**config.mk**
```make
export PLATFORM = sky130hd
export DESIGN_NAME = wdms_top
export DESIGN_NICKNAME = d
export VERILOG_FILES = /design/src/wdms_pkg.sv /design/src/wdms_top.sv
export VERILOG_INCLUDE_DIRS = /design/src /design/src/src
export SDC_FILE = /design/constraint.sdc
export NUM_CORES = 1
export LEC_CHECK = 0
export ABC_CLOCK_PERIOD_IN_PS = 2800
export BUFFER_PORTS_ARGS = -buffer_cell sky130_fd_sc_hd__buf_2
export CAP_MARGIN = 20
export CORE_ASPECT_RATIO = 0.75
export CORE_MARGIN = 1
export CORE_UTILIZATION = 44
export CTS_CLUSTER_DIAMETER = 80
export DETAILED_ROUTE_END_ITERATION = 6
export SLEW_MARGIN = 20
export SYNTH_ARGS = -nofsm -noshare
export SYNTH_HDL_FRONTEND = slang
export SYNTH_SLANG_ARGS = --single-unit
```
**constraint.sdc**
```tcl
create_clock -name I_REF_CLK -period 2.8 [get_ports I_REF_CLK]
set_clock_uncertainty 0.1 [all_clocks]
set_input_delay 0.42 -clock I_REF_CLK [delete_from_list [all_inputs] [get_ports I_REF_CLK]]
set_output_delay 0.42 -clock I_REF_CLK [all_outputs]
set_load 0.01 [all_outputs]
```
**src/wdms_map.svh**
```systemverilog
// Timing constants for the watchdog and manual-reset supervisor.
// Assumes a 10 MHz reference clock; included by the top module.
`ifndef WDMS_MAP_SVH
`define WDMS_MAP_SVH
`define WDMS_CLK_PERIOD_NS      100
`define WDMS_MR_GLITCH_NS       100
`define WDMS_MR_FILT_CYC        (((`WDMS_MR_GLITCH_NS + `WDMS_CLK_PERIOD_NS - 1) / `WDMS_CLK_PERIOD_NS) + 1)
`define WDMS_SVC_PULSE_NS       50
`define WDMS_DEADLINE_CYC       16000000
`define WDMS_HOLD_CYC           1400000
`define WDMS_SAG_US             4
`define WDMS_SAG_CYC            ((`WDMS_SAG_US * 1000) / `WDMS_CLK_PERIOD_NS)
`define WDMS_FLOAT_NUM          7
`define WDMS_FLOAT_DEN          8
`endif

```
**src/wdms_pkg.sv**
```systemverilog
// Types for the watchdog and manual-reset supervisor.
// Assumes nothing beyond the map header.
package wdms_pkg;
   typedef enum logic [1:0] {
      WDMS_RUN  = 2'b00,
      WDMS_HOLD = 2'b01,
      WDMS_WAIT = 2'b10
   } wdms_state_t;
endpackage : wdms_pkg

```
**src/wdms_top.sv**
```systemverilog
// Watchdog and manual-reset supervisor driving a processor reset line.
// Assumes pins arrive asynchronously and supply/float sensing comes from analog helpers.
//
// What this block does
// - Reset stays asserted while the manual reset input is low.
// - After manual reset releases, reset holds for the full post-release time.
// - Manual reset lows of about 100 ns are filtered out.
// - No service edge within the deadline asserts reset.
// - Any service edge stable for two samples, or reset assertion, clears the watchdog; a 50 ns pulse is missed.
// - Watchdog timer stays at zero while reset is asserted.
// - On reset release the watchdog counts from zero.
// - A floating service input is cleared internally every 7/8 deadline.
// - Open-drain reset pin is pulled low only while reset is asserted.
// - Supply dips shorter than about 4 us cause no reset.
// - Any reset cause holds reset for the post-release time, then restarts watchdog.
`timescale 1ns/1ps
`include "wdms_map.svh"
module wdms_top
   import wdms_pkg::*;
#(
   parameter int DEADLINE_CYC = `WDMS_DEADLINE_CYC,
   parameter int HOLD_CYC     = `WDMS_HOLD_CYC
) (
   // Clock and reset.
   input  wire logic I_REF_CLK,
   input  wire logic I_SRST,
   // Supervised pins.
   input  wire logic I_MANUAL_RESET_N_INPUT,
   input  wire logic I_WATCHDOG_SERVICE_INPUT,
   input  wire logic I_SERVICE_FLOATING,
   input  wire logic I_SUPPLY_LOW,
   // Reset outputs.
   output logic      O_RESET,
   output logic      O_RESET_N,
   output logic      O_RESET_N_OE
);
   import wdms_pkg::*;

   localparam int FILT_CYC  = `WDMS_MR_FILT_CYC;
   localparam int SAG_CYC   = `WDMS_SAG_CYC;
   localparam int FLOAT_CYC = (DEADLINE_CYC / `WDMS_FLOAT_DEN) * `WDMS_FLOAT_NUM;

   // ==========================================================
   // Input synchronisers
   // ==========================================================
   // Three stages; a change counts once stages two and three agree, except the float flag, which is taken from stage three alone.
   logic [2:0] mr_s_q, wdi_s_q, flt_s_q, sup_s_q;
   always_ff @(posedge I_REF_CLK) begin
      if (I_SRST) begin
         mr_s_q  <= 3'h7;
         wdi_s_q <= 3'h0;
         flt_s_q <= 3'h0;
         sup_s_q <= 3'h0;
      end else begin
         mr_s_q  <= {mr_s_q[1:0], I_MANUAL_RESET_N_INPUT};
         wdi_s_q <= {wdi_s_q[1:0], I_WATCHDOG_SERVICE_INPUT};
         flt_s_q <= {flt_s_q[1:0], I_SERVICE_FLOATING};
         sup_s_q <= {sup_s_q[1:0], I_SUPPLY_LOW};
      end
   end

   // Stable level tracker for the service pin; edge fires when the agreed level changes.
   logic wdi_lvl_q;
   logic wdi_edge;
   always_ff @(posedge I_REF_CLK) begin
      if (I_SRST) begin
         wdi_lvl_q <= 1'b0;
      end else if (wdi_s_q[2] == wdi_s_q[1]) begin
         wdi_lvl_q <= wdi_s_q[2];
      end
   end
   // At 100 ns sampling a 50 ns pulse never reaches two agreeing stages and is always missed; a faster reference clock closes that gap.
   assign wdi_edge = (wdi_s_q[2] == wdi_s_q[1]) && (wdi_s_q[2] != wdi_lvl_q);

   // ==========================================================
   // Manual reset glitch filter
   // ==========================================================
   logic [7:0] mr_cnt_q;
   logic       mr_low_q;
   always_ff @(posedge I_REF_CLK) begin
      if (I_SRST) begin
         mr_cnt_q <= 8'h00;
         mr_low_q <= 1'b0;
      end else if (mr_s_q[2] == mr_s_q[1] && !mr_s_q[2]) begin
         if (mr_cnt_q >= 8'(FILT_CYC)) begin
            mr_low_q <= 1'b1;
         end else begin
            mr_cnt_q <= mr_cnt_q + 8'h01;
         end
      end else if (mr_s_q[2] == mr_s_q[1]) begin
         mr_cnt_q <= 8'h00;
         mr_low_q <= 1'b0;
      end
   end

   // ==========================================================
   // Supply dip filter
   // ==========================================================
   logic [7:0] sag_cnt_q;
   logic       sag_q;
   always_ff @(posedge I_REF_CLK) begin
      if (I_SRST) begin
         sag_cnt_q <= 8'h00;
         sag_q     <= 1'b0;
      end else if (sup_s_q[2] == sup_s_q[1] && sup_s_q[2]) begin
         if (sag_cnt_q >= 8'(SAG_CYC)) begin
            sag_q <= 1'b1;
         end else begin
            sag_cnt_q <= sag_cnt_q + 8'h01;
         end
      end else if (sup_s_q[2] == sup_s_q[1]) begin
         sag_cnt_q <= 8'h00;
         sag_q     <= 1'b0;
      end
   end

   // ==========================================================
   // Watchdog timer
   // ==========================================================
   logic [31:0] wd_cnt_q;
   logic        wd_expire;
   logic        in_reset;
   logic        float_clr;
   assign float_clr = flt_s_q[2] && (wd_cnt_q >= 32'(FLOAT_CYC - 1));
   assign wd_expire = !in_reset && !float_clr && !wdi_edge && (wd_cnt_q >= 32'(DEADLINE_CYC - 1));
   always_ff @(posedge I_REF_CLK) begin
      if (I_SRST || in_reset || wdi_edge || float_clr) begin
         wd_cnt_q <= 32'h0;
      end else begin
         wd_cnt_q <= wd_cnt_q + 32'h1;
      end
   end

   // ==========================================================
   // Reset sequencer
   // ==========================================================
   wdms_state_t st_q;
   logic [31:0] hold_q;
   logic        cause;
   assign cause    = mr_low_q || sag_q;
   assign in_reset = (st_q != WDMS_RUN);
   always_ff @(posedge I_REF_CLK) begin
      if (I_SRST) begin
         st_q   <= WDMS_HOLD;
         hold_q <= 32'h0;
      end else begin
         case (st_q)
            WDMS_RUN: begin
               if (cause) begin
                  st_q <= WDMS_WAIT;
               end else if (wd_expire) begin
                  st_q   <= WDMS_HOLD;
                  hold_q <= 32'h0;
               end
            end
            WDMS_WAIT: begin
               hold_q <= 32'h0;
               if (!cause) begin
                  st_q <= WDMS_HOLD;
               end
            end
            WDMS_HOLD: begin
               if (cause) begin
                  st_q <= WDMS_WAIT;
               end else if (hold_q >= 32'(HOLD_CYC - 1)) begin
                  st_q <= WDMS_RUN;
               end else begin
                  hold_q <= hold_q + 32'h1;
               end
            end
            default: begin
               st_q <= WDMS_HOLD;
            end
         endcase
      end
   end

   // ==========================================================
   // Outputs
   // ==========================================================
   // Open-drain style: the pin is driven low only while reset is asserted.
   always_ff @(posedge I_REF_CLK) begin
      if (I_SRST) begin
         O_RESET      <= 1'b1;
         O_RESET_N    <= 1'b0;
         O_RESET_N_OE <= 1'b1;
      end else begin
         O_RESET      <= in_reset;
         O_RESET_N    <= 1'b0;
         O_RESET_N_OE <= in_reset;
      end
   end

   // ==========================================================
   // Checks
   // ==========================================================
   a_wd_zero_in_reset: assert property (@(posedge I_REF_CLK) disable iff (I_SRST)
      in_reset |=> (wd_cnt_q == 32'h0)) else $error("watchdog count not zero in reset");
   a_mr_holds_reset: assert property (@(posedge I_REF_CLK) disable iff (I_SRST)
      mr_low_q |-> ##2 O_RESET) else $error("reset not asserted for manual reset");
   a_expire_resets: assert property (@(posedge I_REF_CLK) disable iff (I_SRST)
      wd_expire |=> ##1 O_RESET) else $error("watchdog expiry did not reset");
   a_oe_follows: assert property (@(posedge I_REF_CLK) disable iff (I_SRST)
      (O_RESET_N_OE == $past(in_reset)) && !O_RESET_N && (O_RESET == O_RESET_N_OE))
      else $error("pin enable disagrees with reset");
   a_hold_min: assert property (@(posedge I_REF_CLK) disable iff (I_SRST)
      (st_q == WDMS_HOLD && hold_q == 32'h0) |-> in_reset [*2]) else $error("hold ended early");
   a_hold_entry: assert property (@(posedge I_REF_CLK) disable iff (I_SRST)
      (st_q != WDMS_HOLD) ##1 (st_q == WDMS_HOLD) |-> (hold_q == 32'h0))
      else $error("hold count not restarted");
   a_hold_full: assert property (@(posedge I_REF_CLK) disable iff (I_SRST)
      $fell(in_reset) |-> ($past(st_q) == WDMS_HOLD) && ($past(hold_q) == 32'(HOLD_CYC - 1)))
      else $error("hold ended before full count");
   a_edge_clears: assert property (@(posedge I_REF_CLK) disable iff (I_SRST)
      wdi_edge |=> (wd_cnt_q == 32'h0)) else $error("service edge did not clear");
   a_release_zero: assert property (@(posedge I_REF_CLK) disable iff (I_SRST)
      $fell(in_reset) |-> (wd_cnt_q == 32'h0)) else $error("watchdog not zero at release");
   a_float_no_exp: assert property (@(posedge I_REF_CLK) disable iff (I_SRST)
      flt_s_q[2] |-> !wd_expire) else $error("floating service expired");
   a_glitch_reject: assert property (@(posedge I_REF_CLK) disable iff (I_SRST)
      $rose(mr_low_q) |-> $past(mr_cnt_q) >= 8'(FILT_CYC)) else $error("manual glitch accepted");
   a_sag_reject: assert property (@(posedge I_REF_CLK) disable iff (I_SRST)
      $rose(sag_q) |-> $past(sag_cnt_q) >= 8'(SAG_CYC)) else $error("short sag accepted");
endmodule : wdms_top

```
# ---- Yosys cells after proc, flatten, opt, wreduce, memory -nomap -nowiden
# Cells that the tools add are included.
# Widths: inputs -> output; s select.
dict set report classes {
  add_sub_neg 4
  magnitude_cmp 5
  eq_ne 17
  muxes 23
  n_reduce_logical 26
}
# op count
set ops {}
lappend ops {{$mux 32} 4}
lappend ops {{$pmux 32 s3} 1}
lappend ops {{$add 32x1->32 const B} 2}
lappend ops {{$ge 32x24->1 const B} 2}
lappend ops {{$mux 8} 6}
lappend ops {{$ge 32x21->1 const B} 1}
lappend ops {{$add 8x1->8 const B} 2}
lappend ops {{$ne 2x2->1 const B} 7}
lappend ops {{$mux 2} 5}
lappend ops {{$ge 8x2->1 const B} 1}
lappend ops {{$ge 8x6->1 const B} 1}
lappend ops {{$reduce_and 2->1} 4}
lappend ops {{$logic_and 1x1->1} 7}
lappend ops {{$mux 1} 6}
lappend ops {{$ne 3x3->1 const B} 2}
lappend ops {{$pmux 2 s3} 1}
lappend ops {{$reduce_bool 2->1} 3}
lappend ops {{$reduce_and 5->1} 1}
lappend ops {{$logic_not 1->1} 4}
lappend ops {{$logic_or 1x1->1} 4}
lappend ops {{$ne 2x1->1 const B} 2}
lappend ops {{$eq 1x1->1} 3}
lappend ops {{$reduce_and 3->1} 1}
lappend ops {{$reduce_bool 3->1} 1}
lappend ops {{4 further kinds} 4}
dict set report totals {
  reg_bits 98
  in_bits 6
  output_inout_bits 3
}

# ---- Depth between registers and ports, before layout
# Gate-level depths: netlist (run 1).
dict set report depth {
  word_depth 9
  mapped_depth 9
  mapped_depth_nobuf 8
}

# ---- Least setup slack after synthesis (run 1)
# No wires, ideal clock.
dict set report synth_timing {
  path_kind {register -> register}
  from {register wd_cnt_q[15]}
  to {register hold_q[13]}
  arrival_ns 2.067
  required_ns 2.626
  path_slack_ns 0.559
  stages_incl_launch_ff 8
  path_buffers 1
  period_less_slack_ns 2.241
  cell_sequence {dfxtp_1 or4_1 o311a_1 o221ai_2 a21oi_4 or2_4 buf_12 a31oi_4}
}
dict set report synth_between {
  elab_chain_cells 8
}
# element line
set synth_lines {}
lappend synth_lines {{start: declaration} wdms_top.sv:120} ;# logic [31:0] wd_cnt_q;
lappend synth_lines {{start signal: assignment} wdms_top.sv:130} ;# wd_cnt_q <= wd_cnt_q + 32'h1;
lappend synth_lines {{$ge 32x24->1} wdms_top.sv:124} ;# assign float_clr = flt_s_q[2] && (wd_cnt_q >= 32'(FLOAT_CYC - 1));
lappend synth_lines {{$logic_and 1x1->1} wdms_top.sv:124}
lappend synth_lines {{$logic_not 1->1} wdms_top.sv:125} ;# assign wd_expire = !in_reset && !float_clr && !wdi_edge && (wd_cnt_q >= 32'(DEADLINE_CYC - 1));
lappend synth_lines {{$logic_and 1x1->1 (2 in series)} wdms_top.sv:125}
lappend synth_lines {{$logic_and 1x1->1 *} wdms_top.sv:125}
lappend synth_lines {{$ne 2x2->1 (no source line) *} n/a}
lappend synth_lines {{$reduce_and 5->1 (no source line) *} n/a}
lappend synth_lines {{end signal: assignment} wdms_top.sv:168} ;# hold_q <= hold_q + 32'h1;
lappend synth_lines {{end: declaration} wdms_top.sv:138} ;# logic [31:0] hold_q;
# Mark *: on every way between the ends. The rest lies on a longest branch, timed or not.
# A chain may end at the register's enable or synchronous reset.

# ---- Worst setup path after layout (run 1)
dict set report layout_timing {
  from {register wd_cnt_q[30]}
  to {register hold_q[2]}
}
# Same word-level chain as after synthesis.

==> results of run 1 <==
worst max-delay path by stage:
stage                 endpoint  slack (ns)  cells after the start
floorplan           hold_q[13]        0.56                      7
global placement     hold_q[3]        0.28                      8
detailed placement   hold_q[2]        0.21                      8
CTS                  hold_q[3]        0.19                      8
global route         hold_q[2]         0.1                      8
finish               hold_q[2]        0.31                      7
power breakdown:
| group | total (mW) | switching [mW] | leakage [nW] | internal, mW |
|---|---|---|---|---|
| registers | 1.44 | 0.0234 | 0.792 | 1.42 |
| logic | 0.0728 | 0.0445 | 0.832 | 0.0283 |
| clock network | 1.27 | 0.542 | 0.154 | 0.727 |
sequential cells by signal, summed over array words and instances (netlist names):
name,cells
wd_cnt_q,32
mr_low_q,1
wdi_s_q,3
flt_s_q,3
O_RESET_N_OE,1
sup_s_q,3
sag_cnt_q,8
wdi_lvl_q,1
mr_cnt_q,8
hold_q,32
st_q,2
mr_s_q,3
sag_q,1
layout by cell type, fill, tap and decap left out, types with 2 or more instances in the layout:
master and count:
o21ai_1 2, and2_1 13, nor2b_1 9, a311oi_1 3, buf_2 7, o21a_1 4, clkbuf_16 9, inv_1 11
or3_1 4, xor2_1 16, nand2b_1 10, nor4_1 8, ha_1 8, nor3_1 12, xnor2_1 17, nor2_1 80
nor3b_1 5, nand2_1 48, dfxtp_1 98, o21ai_0 13, nand4_1 8, or2_2 2, a22o_1 2, a31oi_1 11
a211oi_1 4, and4_1 6, inv_6 3, buf_4 9, o211ai_1 2, nand3_1 20, and3_1 16, a21oi_1 25
a41oi_1 6, a31oi_4 10
per-stage QoR:
stage               util [%]  cell area (um2)  worst slack, ns
detailed placement      47.5             4660            0.210
global route            50.7             4980           0.0998
CTS                     50.7             4970            0.191
global placement        47.5             4660            0.285
finish                  50.7             4980            0.307
floorplan                  -             4510            0.559
cell type report:
type / count / area share (%)
clock buffers: 10 / 4.80
well taps: 132 / 3.32
clock inverters: 6 / 1.41
flip-flops and latches: 98 / 39.4
inverters: 11 / 0.829
repair buffers: 16 / 2.06
multi-input cells: 384 / 48.2
routing by layer:
layer	global-route usage, %	part of all wire (%)	vias to the layer above	wire length [um]
met2	24.3	38	46	3230
met1	25.4	57	1626	4810
li1	-	-	1819	-
met5	0	0	-	0
met3	3.98	3.4	12	290
met4	6.56	1.5	0	125
cells by family after synthesis:
logic type	Yosys count	synth area share [%]
buf+inv	32	3.33
xor+xnor	33	6.41
compound gates	93	17.0
other cells	1	0.0832
simple gates	248	27.2
mux	1	0.222
fa+ha+maj	8	2.22
flops	98	43.5
what timing repair did:
item                                    CTS  global route
resized for setup                         0             1
endpoints found under the setup margin    0            13
hold buffers                              0             0
==> results.toml, run 1 <==
[status]
status = "finished, final reports clean"

[timing]
setup_violations = 0
drv_slew = 0
finalHoldViolCount = 0
rsz0062_at_grt = "false"
hold_ws_ns = 0.165
fin_crit_ns = 2.49
tightest_slew_ns = 0.757
relSlewSlack_pct = 49.2
fin_setup_tns_ns = 0
finalCritPeriodShare_pct = 89.1
fmax_mhz = 401

[die]
dieArea_um2 = 10700
core.rowCount = 31
die_width_um = 119
start_util_pct = 45.9
core_area_um2 = 9810
ioPinCount = 9
die_h_um = 89.6

[routing]
dr.pass1.iters = 4
vias = 3503
drcViolationCount = 0
wl_per_cell_um = 12.9
drt-total-wl_um = 8460
drtIter0Drc = 120
ant_nets = 0
via_per_inst = 5.33

[synth]
synth_common_cells = "dfxtp_1, nor2_1, nand2_1"
yosysMostFrequentCell = "dfxtp_1"
yosysSeqAreaShare_pct = 43.5
syn_area_um2 = 4510
postSynthCellCount = 514
synth_ff_type = "dfxtp_1"
ys_ff_latch = 98
synth.distinct_cells = 54
synth_area_leaders = "dfxtp_1, nor2_1, a31oi_4"
synth_top_area_share_pct = 43.5
synth_top_cell_by_area = "dfxtp_1"
syn_avg_cell_area_um2 = 8.77
yosysWarnings = 0
synth_edf_count = 0
syn_nets = 528
synthArstFlopShare_pct = 0

[final_layout]
multiInputGateArea_um2 = 2400
area_growth_pct = 10.5
num_antenna_cells = 0
final_layout_size_suffix_gt1_share_pct = 9.71
nNetsFinal = 534
num-fill-cells = 934
seqCellArea_um2 = 1960
final_cells = 657

[placement]
dp.cells = 641
place_congestion = 0.767
dp_hpwl_um = 6010
port_buffers = 7

[critical_path]
rr_endpoint = "hold_q[2]"
path_cells = "nor4_1 -> o311ai_0 -> a21oi_1 -> o221ai_2 -> a21oi_4 -> or2_4 -> a31oi_1"
worstSetupStartpoint = "wd_cnt_q[30]"
worstSetupStartpointType = "flip-flop"
cp.arrival_ns = 2.60
criticalPathCategory = "flip-flop to flip-flop"
critPathTopFamily = "compound AO/OA/AOI/OAI gates"
critical-path-max-stage-delay_ns = 0.40
crit_fanout = 13
crit_slowest_cell = "or2_4"
regToRegSetupSlack_ns = 0.31
reg2reg_from = "wd_cnt_q[30]"
cp_data_required_time_ns = 2.91
critPathBufInv = 0
cp-end-kind = "flip-flop"
worst-r2r-cell-count = 7

[global_routing]
grt_pass1_vias = 3094
gr-total-overflow = 0
grtUsageTotal_pct = 17.3
grt_antenna_before_repair = 0
grt_max_degree = 23
grt_pass1_wl_um = 14700

[power_and_ir_drop]
p_per_area_nw_per_um2 = 558
ir_drop_uv = 380
p_leak_nw = 1.78
finalPower_mw = 2.78

[min_path]
hold_depth = 2
worstHoldStart = "I_MANUAL_RESET_N_INPUT"
hold_class = "input port to flip-flop"
hold_end = "mr_s_q[0]"

[clocking]
clkSinkCount = 98
clk_latency_ns = 0.34
clk_pin_slew_ns = 0.07
cts_tree = "done"
cts_htree_levels = 3
cts_setup_buffers = 0
clock-root-buffer = "clkbuf_16"
clockBufferDepth = 2
numCtsBuffers = 9

[job]
drv_cap = 0
No activity file was read; power rests on OpenSTA's default activity.
==> run 2: changes to the inputs <==
--- a/config.mk
+++ b/config.mk
@@ -8,9 +8,9 @@
 export LEC_CHECK = 0
 export ABC_CLOCK_PERIOD_IN_PS = 2800
 export BUFFER_PORTS_ARGS = -buffer_cell sky130_fd_sc_hd__buf_2
-export CAP_MARGIN = 20
+export CAP_MARGIN = 40
 export CORE_ASPECT_RATIO = 0.75
-export CORE_MARGIN = 1
+export CORE_MARGIN = 2
 export CORE_UTILIZATION = 44
 export CTS_CLUSTER_DIAMETER = 80
 export DETAILED_ROUTE_END_ITERATION = 6
==> run 2 against run 1 <==
  * Setup slack worse by 0.013 ns
  * Sequential cell count stayed put
  * Die area increased by 4.0%
  * Wire length is 1.3% lower
  * Count of clock-buffer cells in the layout fell by 1
  * Core utilization down 0.18 points
  * Non-clock buffer count is 2 lower
  * Sequential power is essentially flat
  * First-iteration DRC count grew 42%
  * Register-to-register slack barely moved
  * Via count shrank 2.3%
  * Largest cell class unchanged
  * Largest power group unchanged
==> results.toml, run 2 (synthesis gave the netlist of run 1 again) <==
[clocking]
clock-root-buffer = "clkbuf_16"
cts_tree = "done"
numCtsBuffers = 9
clk_pin_slew_ns = 0.07
clockBufferDepth = 2
cts_htree_levels = 3
clk_latency_ns = 0.34
clkSinkCount = 98

[global_routing]
grt_max_degree = 26
grt_pass1_wl_um = 15200
grt_antenna_before_repair = 0
grtUsageTotal_pct = 16.9
grt_pass1_vias = 3280
gr-total-overflow = 0

[die]
start_util_pct = 45.9
core_area_um2 = 9810
ioPinCount = 9
dieArea_um2 = 11100
die_width_um = 121
die_h_um = 91.6
core.rowCount = 31

[routing]
drcViolationCount = 0
ant_nets = 0
dr.pass1.iters = 5
via_per_inst = 5.22
wl_per_cell_um = 12.7
drt-total-wl_um = 8350
vias = 3421
drtIter0Drc = 170

[timing]
fin_setup_tns_ns = 0
finalCritPeriodShare_pct = 89.5
rsz0062_at_grt = "false"
drv_slew = 0
setup_violations = 0
fmax_mhz = 399
relSlewSlack_pct = 54.2
finalHoldViolCount = 0
fin_crit_ns = 2.51
tightest_slew_ns = 0.681

[critical_path]
crit_slowest_cell = "a311oi_1"
path_cells = "ha_1 -> nand3_1 -> o21bai_1 -> a311oi_1 -> o221ai_2 -> a21oi_4 -> or2_4 -> a31oi_1"
cp-end-kind = "flip-flop"
critPathBufInv = 0
cp.arrival_ns = 2.63
cp_data_required_time_ns = 2.92
criticalPathCategory = "flip-flop to flip-flop"
crit_fanout = 13
critical-path-max-stage-delay_ns = 0.42
worstSetupStartpointType = "flip-flop"
critPathTopFamily = "compound AO/OA/AOI/OAI gates"

[min_path]
hold_class = "input port to flip-flop"

[final_layout]
mostFrequentLayoutCells = "dfxtp_1, nor2_1, nand2_1, a21oi_1, nand3_1"
final_layout_size_suffix_gt1_share_pct = 9.37
reg.largest.list = "hold_q x32, wd_cnt_q x32"
design_area_um2 = 4960
layout_commonest_cell = "dfxtp_1"
nNetsFinal = 532
area_growth_pct = 10.1
num_antenna_cells = 0

[placement]
dpl_cell_area_um2 = 4650
dp_hpwl_um = 5830
port_buffers = 7
place_congestion = 0.795

[status]
status = "finished, final reports clean"

[job]
drv_cap = 0

[power_and_ir_drop]
p_per_area_nw_per_um2 = 560
ir_drop_uv = 360
p_leak_nw = 1.77
-- run 2: cell types whose count changed in the layout (fill, tap and decap cells not counted), sizes merged --
cell    change
buf         -2
clkbuf      -1
clkinv      -1
inv         +2
-- run 2: timing repair --
item                                    4_1_cts  5_1_grt
hold buffers                                  0        0
buffers inserted                              0        0
endpoints found under the setup margin        0       13
resized for setup                             0        1
-- run 2: layout make-up --
type	instances	area, um2
Fill cell	918	4850
Clock inverter	7	81.3
Timing Repair Buffer	14	87.6
Clock buffer	9	225
Inverter	11	41.3
Multi-Input combinational cell	384	2400
Tap cell	132	165
Sequential cell	98	1960
-- run 2: layer usage --
| layer | GRT usage [%] | wire length (um) | vias up |
|---|---|---|---|
| met2 | 23.8 | 3340 | 36 |
| met1 | 24.4 | 4680 | 1562 |
| met5 | 0 | 0 | - |
| met4 | 5.72 | 90 | 0 |
| li1 | - | - | 1814 |
| met3 | 5.29 | 246 | 9 |
-- run 2: path summary, 6_finish.rpt --
| kind | start | endpoint | slack [ns] | depth (start not counted) |
|---|---|---|---|---|
| setup / recovery | wd_cnt_q[0] | hold_q[5] | 0.29 | 8 |
| hold / removal | I_MANUAL_RESET_N_INPUT | mr_s_q[0] | 0.16 | 2 |
| hold reg to reg | mr_s_q[0] | mr_s_q[1] | 0.32 | 1 |
| setup reg to reg | wd_cnt_q[0] | hold_q[5] | 0.29 | 8 |
-- run 2: power breakdown --
| part | switching (mW) | total [mW] | internal (mW) |
|---|---|---|---|
| clock network | 0.561 | 1.27 | 0.710 |
| logic | 0.0438 | 0.0719 | 0.0281 |
| registers | 0.0211 | 1.44 | 1.42 |
| total | 0.626 | 2.78 | 2.15 |
-- run 2: through the flow --
step | hold WS [ns] | setup WS (ns) | instances | power, mW | util (%)
final | 0.161 | 0.293 | 655 | 2.78 | 50.6
after global routing | 0.144 | 0.0552 | 655 | 2.90 | 50.6
after CTS | 0.148 | 0.202 | 655 | 2.82 | 50.5
after detailed placement | 0.300 | 0.207 | 639 | 1.54 | 47.4
after global placement | 0.295 | 0.280 | 639 | 1.54 | 47.4
after floorplan | 0.289 | 0.559 | 514 | 1.52 | -
-- run 2: worst reg2reg max path, delay by kind of cell, from the launching register on --
kind | cells | cell delay (ns)
AOI/OAI and AO/OA | 5 | 1.19
and+or+nand+nor | 2 | 0.50
DFF | 1 | 0.34
adders and majority gates | 1 | 0.25
==> run 3: changes to the inputs <==
--- a/config.mk
+++ b/config.mk
@@ -9,11 +9,15 @@
 export ABC_CLOCK_PERIOD_IN_PS = 2800
 export BUFFER_PORTS_ARGS = -buffer_cell sky130_fd_sc_hd__buf_2
 export CAP_MARGIN = 40
+export CELL_PAD_IN_SITES_DETAIL_PLACEMENT = 1
+export CELL_PAD_IN_SITES_GLOBAL_PLACEMENT = 1
 export CORE_ASPECT_RATIO = 0.75
 export CORE_MARGIN = 2
 export CORE_UTILIZATION = 44
 export CTS_CLUSTER_DIAMETER = 80
 export DETAILED_ROUTE_END_ITERATION = 6
+export GPL_TIMING_DRIVEN = 0
+export PLACE_DENSITY_LB_ADDON = 0.1
 export SLEW_MARGIN = 20
 export SYNTH_ARGS = -nofsm -noshare
 export SYNTH_HDL_FRONTEND = slang
==> run 3 against run 2 <==
  * Core utilization increased by 0.64 points
  * Combinational power is 12% higher
  * Sequential cell count unchanged
  * Via count rose by 7.0%
  * Sequential power hardly changed
  * Non-clock buffer count grew 14
  * Wire length is 22% higher
  * Maximum frequency shrank 1.3%
  * Critical path depth up 1
  * Final cell count rose by 2.1%
  * Die area is the same
  * Count of clock-buffer cells in the layout increased by 1
==> results.toml, run 3 (synthesis gave the netlist of run 1 again) <==
[timing]
relSlewSlack_pct = 52.0
fmax_mhz = 394
finalCritPeriodShare_pct = 90.7
drv_slew = 0
finalHoldViolCount = 0
fin_crit_ns = 2.54
tightest_slew_ns = 0.714
setup_violations = 0
rsz0062_at_grt = "false"

[min_path]
hold_class = "input port to flip-flop"

[critical_path]
criticalPathCategory = "flip-flop to flip-flop"
worstSetupStartpointType = "flip-flop"
cp_data_required_time_ns = 2.97
crit_fanout = 10
cp-end-kind = "flip-flop"
cp.arrival_ns = 2.71

[clocking]
clockBufferDepth = 2
cts_hold_buffers = 0
cts_tree = "done"
clk_pin_slew_ns = 0.07
numCtsBuffers = 9
clock-root-buffer = "clkbuf_16"
cts_htree_levels = 3
clkSinkCount = 98
clk_latency_ns = 0.35
cts_setup_buffers = 0

[final_layout]
final_layout_size_suffix_gt1_share_pct = 9.87
mostFrequentLayoutCells = "dfxtp_1, nor2_1, nand2_1, a21oi_1, nand3_1"
layout_commonest_cell = "dfxtp_1"
num_antenna_cells = 0
final_cells = 669
nNetsFinal = 546
reg.largest.list = "hold_q x32, wd_cnt_q x32"
area_growth_pct = 11.5

[die]
ioPinCount = 9
core_area_um2 = 9810
core.rowCount = 31
die_width_um = 121
dieArea_um2 = 11100
die_h_um = 91.6
start_util_pct = 45.9

[routing]
drcViolationCount = 0
ant_nets = 0
drt-total-wl_um = 10200
via_per_inst = 5.47
dr.pass1.iters = 4
vias = 3659
drtIter0Drc = 186
wl_per_cell_um = 15.2

[placement]
place_congestion = 0.761
port_buffers = 7
dp_hpwl_um = 7270
dp.cells = 653

[global_routing]
grt_antenna_before_repair = 0
gr-total-overflow = 0
grt_max_degree = 18
grtUsageTotal_pct = 20.1
grt_pass1_vias = 3665
grt_pass1_wl_um = 17900

[power_and_ir_drop]
finalPower_mw = 2.71
ir_drop_uv = 357
p_leak_nw = 1.78
p_per_area_nw_per_um2 = 539

[job]
drv_cap = 0

[status]
status = "finished, final reports clean"
[run 3: cell count changes in the layout (fill, tap and decap cells not counted), sizes merged]
cell,before,now
bufinv,1,0
clkbuf,9,24
clkinv,1,2
clkinvlp,0,1
inv,16,14
[run 3: path summary, 6_finish.rpt]
| check | start | endpoint | slack, ns | depth (start not counted) |
|---|---|---|---|---|
| worst max-delay path | wd_cnt_q[21] | hold_q[10] | 0.26 | 9 |
| worst min-delay path | I_MANUAL_RESET_N_INPUT | mr_s_q[0] | 0.15 | 2 |
| worst max register to register | wd_cnt_q[21] | hold_q[10] | 0.26 | 9 |
| worst min register to register | mr_s_q[0] | mr_s_q[1] | 0.33 | 1 |
[run 3: worst max-delay path: stages (launching register included)]
cell      delay [ns]
dfxtp_1         0.31
clkbuf_1        0.30
a211oi_1        0.10
o311ai_0        0.54
a21oi_1         0.19
o221ai_2        0.15
a21oi_4         0.16
or2_4           0.29
buf_12          0.17
a31oi_4         0.15
[run 3: cell type report]
| class | instances | area [um2] |
|---|---|---|
| fill | 1178 | 4790 |
| multi-input combinational | 384 | 2420 |
| sequential | 98 | 1960 |
| clock buffer | 10 | 239 |
| tap | 132 | 165 |
| buffer | 21 | 110 |
| clock inverter | 6 | 47.5 |
| inverter | 11 | 41.3 |
| timing repair buffer | 7 | 35.0 |
[run 3: what timing repair did]
item | 4_1_cts | 5_1_grt
setup endpoints to repair | 8 | 29
pin swaps | 0 | 1
cloned | 0 | 0
gates resized for setup | 1 | 7
[run 3: report_power, final]
group | internal [mW] | leakage [nW] | total, mW | switching (mW)
registers | 1.42 | 0.792 | 1.44 | 0.0226
logic | 0.0295 | 0.844 | 0.0802 | 0.0507
clock network | 0.636 | 0.140 | 1.19 | 0.553
[run 3: per-layer routing]
layer | wire length, um | global-route usage [%]
met1 | 5430 | 28.8
met2 | 4330 | 29.8
met3 | 269 | 4.42
met4 | 155 | 6.88
met5 | 0 | 0
[run 3: stage by stage]
stage	TNS, ns	cell area (um2)	hold slack (ns)	util [%]	worst slack, ns
finish	0	5020	0.155	51.2	0.261
detailed placement	-0.742	4710	0.315	48.0	-0.112
CTS	0	5000	0.137	50.9	0.118
global placement	-0.608	4710	0.293	48.0	-0.0972
global route	0	5020	0.150	51.2	0.00933
floorplan	0	4510	0.289	-	0.559
